===== config.mk =====
export PLATFORM = sky130hd
export DESIGN_NAME = ecg_frontend_status_switch_regs
export DESIGN_NICKNAME = d
export VERILOG_FILES = /design/src/verilog/ecg_status_pkg.sv /design/src/verilog/cfg_load_timer.sv /design/src/verilog/ecg_frontend_status_switch_regs.sv
export SDC_FILE = /design/constraint.sdc
export NUM_CORES = 1
export LEC_CHECK = 0
export ABC_AREA = 1
export BUFFER_PORTS_ARGS = -buffer_cell sky130_fd_sc_hd__buf_2
export CAP_MARGIN = 20
export CORE_MARGIN = 5
export CORE_UTILIZATION = 40
export CTS_BUF_LIST = sky130_fd_sc_hd__clkbuf_8
export DETAILED_ROUTE_END_ITERATION = 12
export PLACE_DENSITY = 0.78
export SLEW_MARGIN = 20
export SYNTH_ARGS = -nofsm -noshare
export SYNTH_HDL_FRONTEND = slang
export SYNTH_SLANG_ARGS = --single-unit

===== constraint.sdc =====
create_clock -name clk -period 1.52 [get_ports clk]
set_clock_uncertainty 0.15 [all_clocks]
set_input_delay 0.304 -clock clk [delete_from_list [all_inputs] [get_ports clk]]
set_output_delay 0.304 -clock clk [all_outputs]
set_load 0.005 [all_outputs]

===== src/verilog/ecg_status_pkg.sv =====
// Purpose: constants for the status and switch-control register pair
// Assumes: 8-bit register addresses, 24-bit register data
// Notes: shared by the register bank and its config-load sequencer
package ecg_status_pkg;
  localparam logic [7:0] ADDR_STATUS = 8'h1e;
  localparam logic [7:0] ADDR_SWITCH = 8'h1f;
  localparam int DATA_W = 24;
  localparam logic [23:0] STATUS_RESET = 24'h000000;
  localparam logic [23:0] SWITCH_RESET = 24'h000000;
  localparam int BIT_DIGITAL_FAULT = 3;
  localparam int BIT_CFG_PENDING = 2;
  localparam int BIT_LOCK_LOST = 1;
  localparam int BIT_PLL_LOCKED = 0;
  localparam int RESP_RA_MSB = 23;
  localparam int RESP_LL_MSB = 18;
  localparam int RESP_LA_MSB = 13;
  localparam int RESP_GROUP_W = 5;
  localparam int BIT_CHEST1_AUX = 8;
  localparam int BIT_CHEST2_AUX = 7;
  localparam int SWITCH_RW_LSB = 7;
  localparam int CFG_LOAD_CYCLES = 16;
endpackage : ecg_status_pkg


===== src/verilog/cfg_load_timer.sv =====
// Purpose: holds the configuration-pending level until the load finishes
// Assumes: rst synchronous active high
// Notes: done rises after LOAD_CYCLES clocks and then stays
`timescale 1ns/1ps
module cfg_load_timer #(
  parameter int LOAD_CYCLES = ecg_status_pkg::CFG_LOAD_CYCLES
) (
  input wire logic clk,
  input wire logic rst,
  output logic done
);
  logic [15:0] cnt_r;
  logic [15:0] cnt_nxt;
  logic done_r;
  logic done_nxt;

  always_comb begin
    cnt_nxt = cnt_r;
    done_nxt = done_r;
    if (!done_r) begin
      if (cnt_r == 16'(LOAD_CYCLES - 1)) begin
        done_nxt = 1'b1;
      end else begin
        cnt_nxt = cnt_r + 16'h0001;
      end
    end
  end

  always_ff @(posedge clk) begin
    if (rst) begin
      cnt_r <= 16'h0000;
      done_r <= 1'b0;
    end else begin
      cnt_r <= cnt_nxt;
      done_r <= done_nxt;
    end
  end

  assign done = done_r;
endmodule : cfg_load_timer


===== src/verilog/ecg_frontend_status_switch_regs.sv =====
// Purpose: status word and respiration/aux switch control registers
// Assumes: core-clock register port driven by the serial command decoder
// Notes: neither register feeds the streamed frame; read only by command
`timescale 1ns/1ps
module ecg_frontend_status_switch_regs #(
  parameter int LOAD_CYCLES = ecg_status_pkg::CFG_LOAD_CYCLES
) (
  input wire logic clk,
  input wire logic rst,
  input wire logic reg_rd,
  input wire logic reg_wr,
  input wire logic [7:0] reg_addr,
  input wire logic [23:0] reg_wdata,
  output logic [23:0] reg_rdata,
  output logic reg_rvalid,
  input wire logic core_error,
  input wire logic pll_lock_pin,
  input wire logic power_enable_bit,
  output logic [4:0] resp_input_right_arm,
  output logic [4:0] resp_input_left_leg,
  output logic [4:0] resp_input_left_arm,
  output logic chest1_aux_reference_sel,
  output logic chest2_aux_reference_sel
);
  logic lock_s1_r;
  logic lock_s2_r;
  logic err_s1_r;
  logic err_s2_r;
  logic fault_r;
  logic fault_nxt;
  logic was_locked_r;
  logic was_locked_nxt;
  logic lost_r;
  logic lost_nxt;
  logic [23:0] sw_r;
  logic [23:0] sw_nxt;
  logic [23:0] rdata_r;
  logic [23:0] rdata_nxt;
  logic rvalid_r;
  logic rvalid_nxt;
  logic cfg_done;
  logic [23:0] status_word;
  logic rd_status;

  cfg_load_timer #(.LOAD_CYCLES(LOAD_CYCLES)) u_cfg (
    .clk(clk),
    .rst(rst),
    .done(cfg_done)
  );

  // pin-level inputs pass two flops first
  always_ff @(posedge clk) begin
    if (rst) begin
      lock_s1_r <= 1'b0;
      lock_s2_r <= 1'b0;
      err_s1_r <= 1'b0;
      err_s2_r <= 1'b0;
    end else begin
      lock_s1_r <= pll_lock_pin;
      lock_s2_r <= lock_s1_r;
      err_s1_r <= core_error;
      err_s2_r <= err_s1_r;
    end
  end

  assign rd_status = reg_rd && (reg_addr == ecg_status_pkg::ADDR_STATUS);

  always_comb begin
    status_word = ecg_status_pkg::STATUS_RESET;
    status_word[ecg_status_pkg::BIT_DIGITAL_FAULT] = fault_r;
    status_word[ecg_status_pkg::BIT_CFG_PENDING] = ~cfg_done;
    status_word[ecg_status_pkg::BIT_LOCK_LOST] = lost_r;
    status_word[ecg_status_pkg::BIT_PLL_LOCKED] = lock_s2_r;
  end

  always_comb begin
    fault_nxt = fault_r | err_s2_r;
    was_locked_nxt = was_locked_r;
    lost_nxt = lost_r;
    if (!power_enable_bit) begin
      was_locked_nxt = 1'b0;
    end else if (lock_s2_r) begin
      was_locked_nxt = 1'b1;
    end else if (was_locked_r) begin
      // a loss is taken once, so a read can clear the flag while still unlocked
      was_locked_nxt = 1'b0;
    end
    // the read captures the old value, the clear lands after it; a new loss wins
    if (rd_status || !power_enable_bit) begin
      lost_nxt = 1'b0;
    end
    if (power_enable_bit && was_locked_r && !lock_s2_r) begin
      lost_nxt = 1'b1;
    end
  end

  always_comb begin
    sw_nxt = sw_r;
    if (reg_wr && (reg_addr == ecg_status_pkg::ADDR_SWITCH)) begin
      sw_nxt = ecg_status_pkg::SWITCH_RESET;
      sw_nxt[23:ecg_status_pkg::SWITCH_RW_LSB] = reg_wdata[23:ecg_status_pkg::SWITCH_RW_LSB];
    end
  end

  // only explicit reads return these words; nothing here feeds a frame
  always_comb begin
    rdata_nxt = rdata_r;
    rvalid_nxt = reg_rd;
    if (reg_rd) begin
      case (reg_addr)
        ecg_status_pkg::ADDR_STATUS: rdata_nxt = status_word;
        ecg_status_pkg::ADDR_SWITCH: rdata_nxt = sw_r;
        default: rdata_nxt = 24'h000000;
      endcase
    end
  end

  always_ff @(posedge clk) begin
    if (rst) begin
      fault_r <= 1'b0;
      was_locked_r <= 1'b0;
      lost_r <= 1'b0;
      sw_r <= ecg_status_pkg::SWITCH_RESET;
      rdata_r <= 24'h000000;
      rvalid_r <= 1'b0;
    end else begin
      fault_r <= fault_nxt;
      was_locked_r <= was_locked_nxt;
      lost_r <= lost_nxt;
      sw_r <= sw_nxt;
      rdata_r <= rdata_nxt;
      rvalid_r <= rvalid_nxt;
    end
  end

  assign reg_rdata = rdata_r;
  assign reg_rvalid = rvalid_r;
  assign resp_input_right_arm = sw_r[ecg_status_pkg::RESP_RA_MSB -: ecg_status_pkg::RESP_GROUP_W];
  assign resp_input_left_leg = sw_r[ecg_status_pkg::RESP_LL_MSB -: ecg_status_pkg::RESP_GROUP_W];
  assign resp_input_left_arm = sw_r[ecg_status_pkg::RESP_LA_MSB -: ecg_status_pkg::RESP_GROUP_W];
  assign chest1_aux_reference_sel = sw_r[ecg_status_pkg::BIT_CHEST1_AUX];
  assign chest2_aux_reference_sel = sw_r[ecg_status_pkg::BIT_CHEST2_AUX];
endmodule : ecg_frontend_status_switch_regs


==> Yosys cells after proc, flatten, opt, wreduce, memory -nomap -nowiden <==
Index checks and enable logic that the tools add are counted.
{ "totals": {"reg_bits": 66, "inputBits": 39, "out_inout_bits": 42} }
{ "op_classes": {"add_sub_neg": 1, "n_eq_ne": 3, "n_mux": 6, "n_bitwise": 4, "n_reduce_logical": 10} }
{ "ops": {"columns": ["cell", "count"], "rows": [
  ["$pmux 24 s2", 1],
  ["$add 16x1->16 const B", 1],
  ["$eq 16x4->1 const B", 1],
  ["$eq 8x5->1 const B", 2],
  ["$mux 1", 5],
  ["$logic_and 1x1->1", 4],
  ["$not 1->1", 3],
  ["$logic_not 1->1", 2],
  ["$reduce_and 2->1", 1],
  ["$reduce_bool 2->1", 1],
  ["$reduce_or 2->1", 1],
  ["$logic_or 1x1->1", 1],
  ["$or 1x1->1", 1]
]} }

==> Longest topological paths before layout <==
{ "depth": {"word_depth": 5, "mapped_depth": 8, "ltp_nobuf": 7} }

==> Hierarchy <==
Synthesis repeated with hierarchy kept, for this count alone.
{ "unflattened": {"hier_cells": 428, "hier_area_um2": 2976.6} }
{ "by_module_without_submodules": {"columns": ["mod", "instances", "cells_each", "area_per_inst_um2", "seq_area_each_um2"], "rows": [
  ["ecg_frontend_status_switch_regs", 1, 283, 1999.4, 920.9],
  ["cfg_load_timer", 1, 145, 977.2, 340.3]
]} }

==> Least setup slack after synthesis <==
OpenSTA, ideal clock, no wires.
{ "synth_path": {"path_kind": "register -> register", "startpoint": "register u_cfg.cnt_r[0]", "endpoint": "register u_cfg.cnt_r[10]", "arrival_ns": 1.150, "slack_ns": 0.104, "path_stages_with_launch": 7, "path_buffers": 0, "period_less_slack_ns": 1.416, "cell_sequence": "dfxtp_1 ha_1 nand3_2 nor3_2 nand2_1 o21ai_0 nor2_1"} }
{ "synth_between": {"elab_chain_cells": 3} }
{ "synth_lines": {"columns": ["item", "line", "rtl"], "rows": [
  ["start, declared", "cfg_load_timer.sv:12", "logic [15:0] cnt_r;"],
  ["start signal, assigned", "cfg_load_timer.sv:34", "cnt_r <= cnt_nxt;"],
  ["branches (longest 3 deep; another with $add 16x1->16)", null, null]
]} }
Parallel ways; which one is timed is not known.
A chain may end at the register's enable or synchronous reset.

==> Final worst setup path <==
{ "layout_path": {"startpoint": "register u_cfg.cnt_r[1]", "endpoint": "register u_cfg.cnt_r[6]"} }
Same word-level chain as after synthesis.

==> flow_summary_export.csv <==
group,metric,value,unit
outcome,status,"completed",
routing,ant_nets,0,
power,p_switching,0.000809,W
power,ir_drop,523,uV
timing,fmax,709,MHz
yosys,yosys_warnings,0,
clock_network,clk-insertion-delay-late,0.35,ns
timing,hold_viol,0,
critical_path,reg2reg_from,"u_cfg.cnt_r[1]",
clock_network,htree_levels,3,
yosys,syn_inst,385,
critical_path,arrival,1.54,ns
floorplanning,placementRows,29,
global_route,grt_busiest_layer,"met2",
power,switching_share,24.1,%
clock_network,cts_made_buffers,9,
floorplanning,num_io_pins,81,
hold_path,min_path_cells,3,
timing,finalCritPeriodShare,92.7,%
final_layout,final_core_util,52.6,%
critical_path,cp.required,1.65,ns
global_route,grt_use_total,15.1,%
global_route,overflow,0,
power,intPower,0.00254,W
yosys,synth.avg_cell_area,6.90,sq um
final_layout,n_antenna_cell,0,
job,maxCapViolCount,0,
clock_network,cts_buffer_depth,2,
final_layout,area_growth,27.2,%
critical_path,critPathBufInv,1,
yosys,ys_seq_area_share,47.5,%
floorplanning,die-area,8370,sq um
final_layout,drive_gt1_share,24.2,%
critical_path,cp_slowest_cell,"dfxtp_2",
critical_path,cp_top_family,"flip-flops",
final_layout,fin_area,3380,sq um
yosys,synth.distinct_cells,25,
critical_path,regToRegSetupSlack,0.11,ns
final_layout,largest_reg_flops,21,
global_route,grt_pass1_wl,10400,um
placement,placed_cell_area,3110,sq um
yosys,synth-seq-cells,63,
routing,dr.pass1.iters,4,
power,powerDensity,992,nW/um^2
final_layout,nets,502,
clock_network,cts_setup_buffers,0,
hold_path,hold_path_class,"in -> reg",
placement,dp_hpwl,4280,um
global_route,grt_pass1_vias,2436,
routing,first_iter_violations,102,
timing,finalSetupViolCount,0,
clock_network,cts_tree,"done",
critical_path,critPathCaptureType,"register",
timing,setup_tns,0,ns
routing,drc_errors,0,
clock_network,ctsRootBufferMaster,"clkbuf_8",
global_route,grt_max_degree,47,
hold_path,hp-start,"reg_wdata[15]",
global_route,gr-usage-met1,17.1,%
floorplanning,die_y,91.5,um
global_route,gr-usage-met2,24.7,%
routing,routed_wl,6090,um
critical_path,path_cells,"ha_4 > nand3_4 > nor3_4 > buf_4 > o21ai_1 > a21oi_1",
clock_network,clk_pin_slew,0.07,ns
hold_path,min_to,"sw_r[15]",
power,clockPowerShare,42.9,%
clock_network,cts_sinks,63,
placement,port_buffers,70,
placement,gp_congestion,0.812,
power,comb_power_share,6.0,%
global_route,met3_usage,5.70,%
power,cellLeakagePower,1.63,nW
routing,wl_per_cell,11.2,um
critical_path,start_kind,"register",
critical_path,regToRegEndpoint,"u_cfg.cnt_r[6]",
power,p_total,0.00335,W
critical_path,critical-path-max-stage-delay,0.36,ns
global_route,antenna_found_initial,0,
yosys,netlist_area,2660,sq um
critical_path,ff2ff_path_depth,6,
critical_path,crit_type,"reg -> reg",
routing,vias_per_cell,4.68,
routing,vias,2546,
critical_path,cp_max_fo,4,
power,seq_power_share,51.0,%
timing,fin_crit,1.41,ns
floorplanning,start_util,41.4,%
timing,slew_viol_final,0,
floorplanning,core,6420,sq um
floorplanning,die_w,91.5,um
synth_stat cells, drive strengths merged:
master	instances	share of area (%)
nand4	2	0.47
a21oi	32	6.0
inv	43	6.1
buf	11	3.2
nand2	106	15
nand3	16	3.4
nand3b	1	0.28
o21ai	22	4.1
and2	1	0.24
nor3	6	1.5
nor2	71	10
ha	1	0.47
xor2	1	0.33
conb	1	0.14
clkinv	1	0.14
clkbuf	7	0.99
dfxtp	63	47
power groups by stage:
stage / combinational (W) / clock (W) / sequential, W
after global routing: 0.000231 / 0.00157 / 0.00172
after detailed placement: 0.000194 / 0 / 0.00174
final: 0.000202 / 0.00144 / 0.00171
after CTS: 0.000199 / 0.00149 / 0.00171
after global placement: 0.000188 / 0 / 0.00174
after floorplan: 0.0000956 / 0 / 0.00175
worst max path at each step:
| stage | startpoint | to | slack (ns) | cells past startpoint |
|---|---|---|---|---|
| detailed placement | u_cfg.cnt_r[0] | u_cfg.cnt_r[6] | 0.05 | 6 |
| floorplan | u_cfg.cnt_r[0] | u_cfg.cnt_r[10] | 0.10 | 6 |
| finish | u_cfg.cnt_r[1] | u_cfg.cnt_r[6] | 0.11 | 6 |
| global placement | u_cfg.cnt_r[0] | u_cfg.cnt_r[10] | 0.07 | 6 |
| CTS | u_cfg.cnt_r[0] | u_cfg.cnt_r[6] | 0.01 | 6 |
| global route | u_cfg.cnt_r[1] | u_cfg.cnt_r[6] | -0.006 | 6 |
worst min-delay path: cells and delay by family:
kind	cells	cell delay [ns]
buf+inv	1	0.07
simple gates	2	0.11
stage by stage:
step / setup slack [ns] / hold slack, ns / std cells
2_1_floorplan: 0.104 / 0.238 / 387
3_3_place_gp: 0.0678 / 0.243 / 526
3_5_place_dp: 0.0494 / 0.248 / 526
4_1_cts: 0.0141 / 0.00314 / 544
5_1_grt: -0.00585 / 0.0163 / 544
6_report: 0.110 / 0.0215 / 544
per-layer routing:
layer,share of wire [%],vias up
li1,-,1339
met1,44,1131
met2,46,65
met3,8.1,11
met4,1.5,0
met5,0,-
cell usage in the layout, fill, tap and decap left out, types with 7 or more instances in the layout:
master / synthesis / routed
a21oi_1: 32 / 32
buf_2: 6 / 70
buf_4: 3 / 7
clkbuf_8: 0 / 9
dfxtp_1: 63 / 60
inv_1: 42 / 41
nand2_1: 104 / 104
nand3_1: 14 / 13
nor2_1: 71 / 69
o21ai_0: 21 / 19
logic make-up (layout without fill, tap and decap cells):
| kind of cell | count (synthesis) | after routing | share of synthesized area (%) |
|---|---|---|---|
| buffers and inverters | 62 | 142 | 10.4 |
| adder cells (fa/ha/maj) | 1 | 1 | 0.471 |
| flip-flops | 63 | 63 | 47.5 |
| AO/OA/AOI/OAI | 54 | 54 | 10.2 |
| XOR/XNOR | 1 | 1 | 0.330 |
| other | 1 | 3 | 0.141 |
| AND/OR/NAND/NOR | 203 | 203 | 31.1 |
what timing repair did:
action	CTS	global route
setup endpoints to repair	0	14
hold buffers	2	0
gates resized for setup	0	15
endpoints found under the hold margin	2	0
area by class of cell:
| cell class | count | area [sq um] |
|---|---|---|
| clock inverter | 7 | 72.6 |
| clock buffer | 9 | 124 |
| fill | 618 | 3040 |
| sequential | 63 | 1260 |
| inverter | 44 | 165 |
| multi-input combinational | 262 | 1170 |
| timing repair buffer | 82 | 483 |
| tap | 77 | 96.3 |
Note: power is estimated with default switching activity, not from simulation.
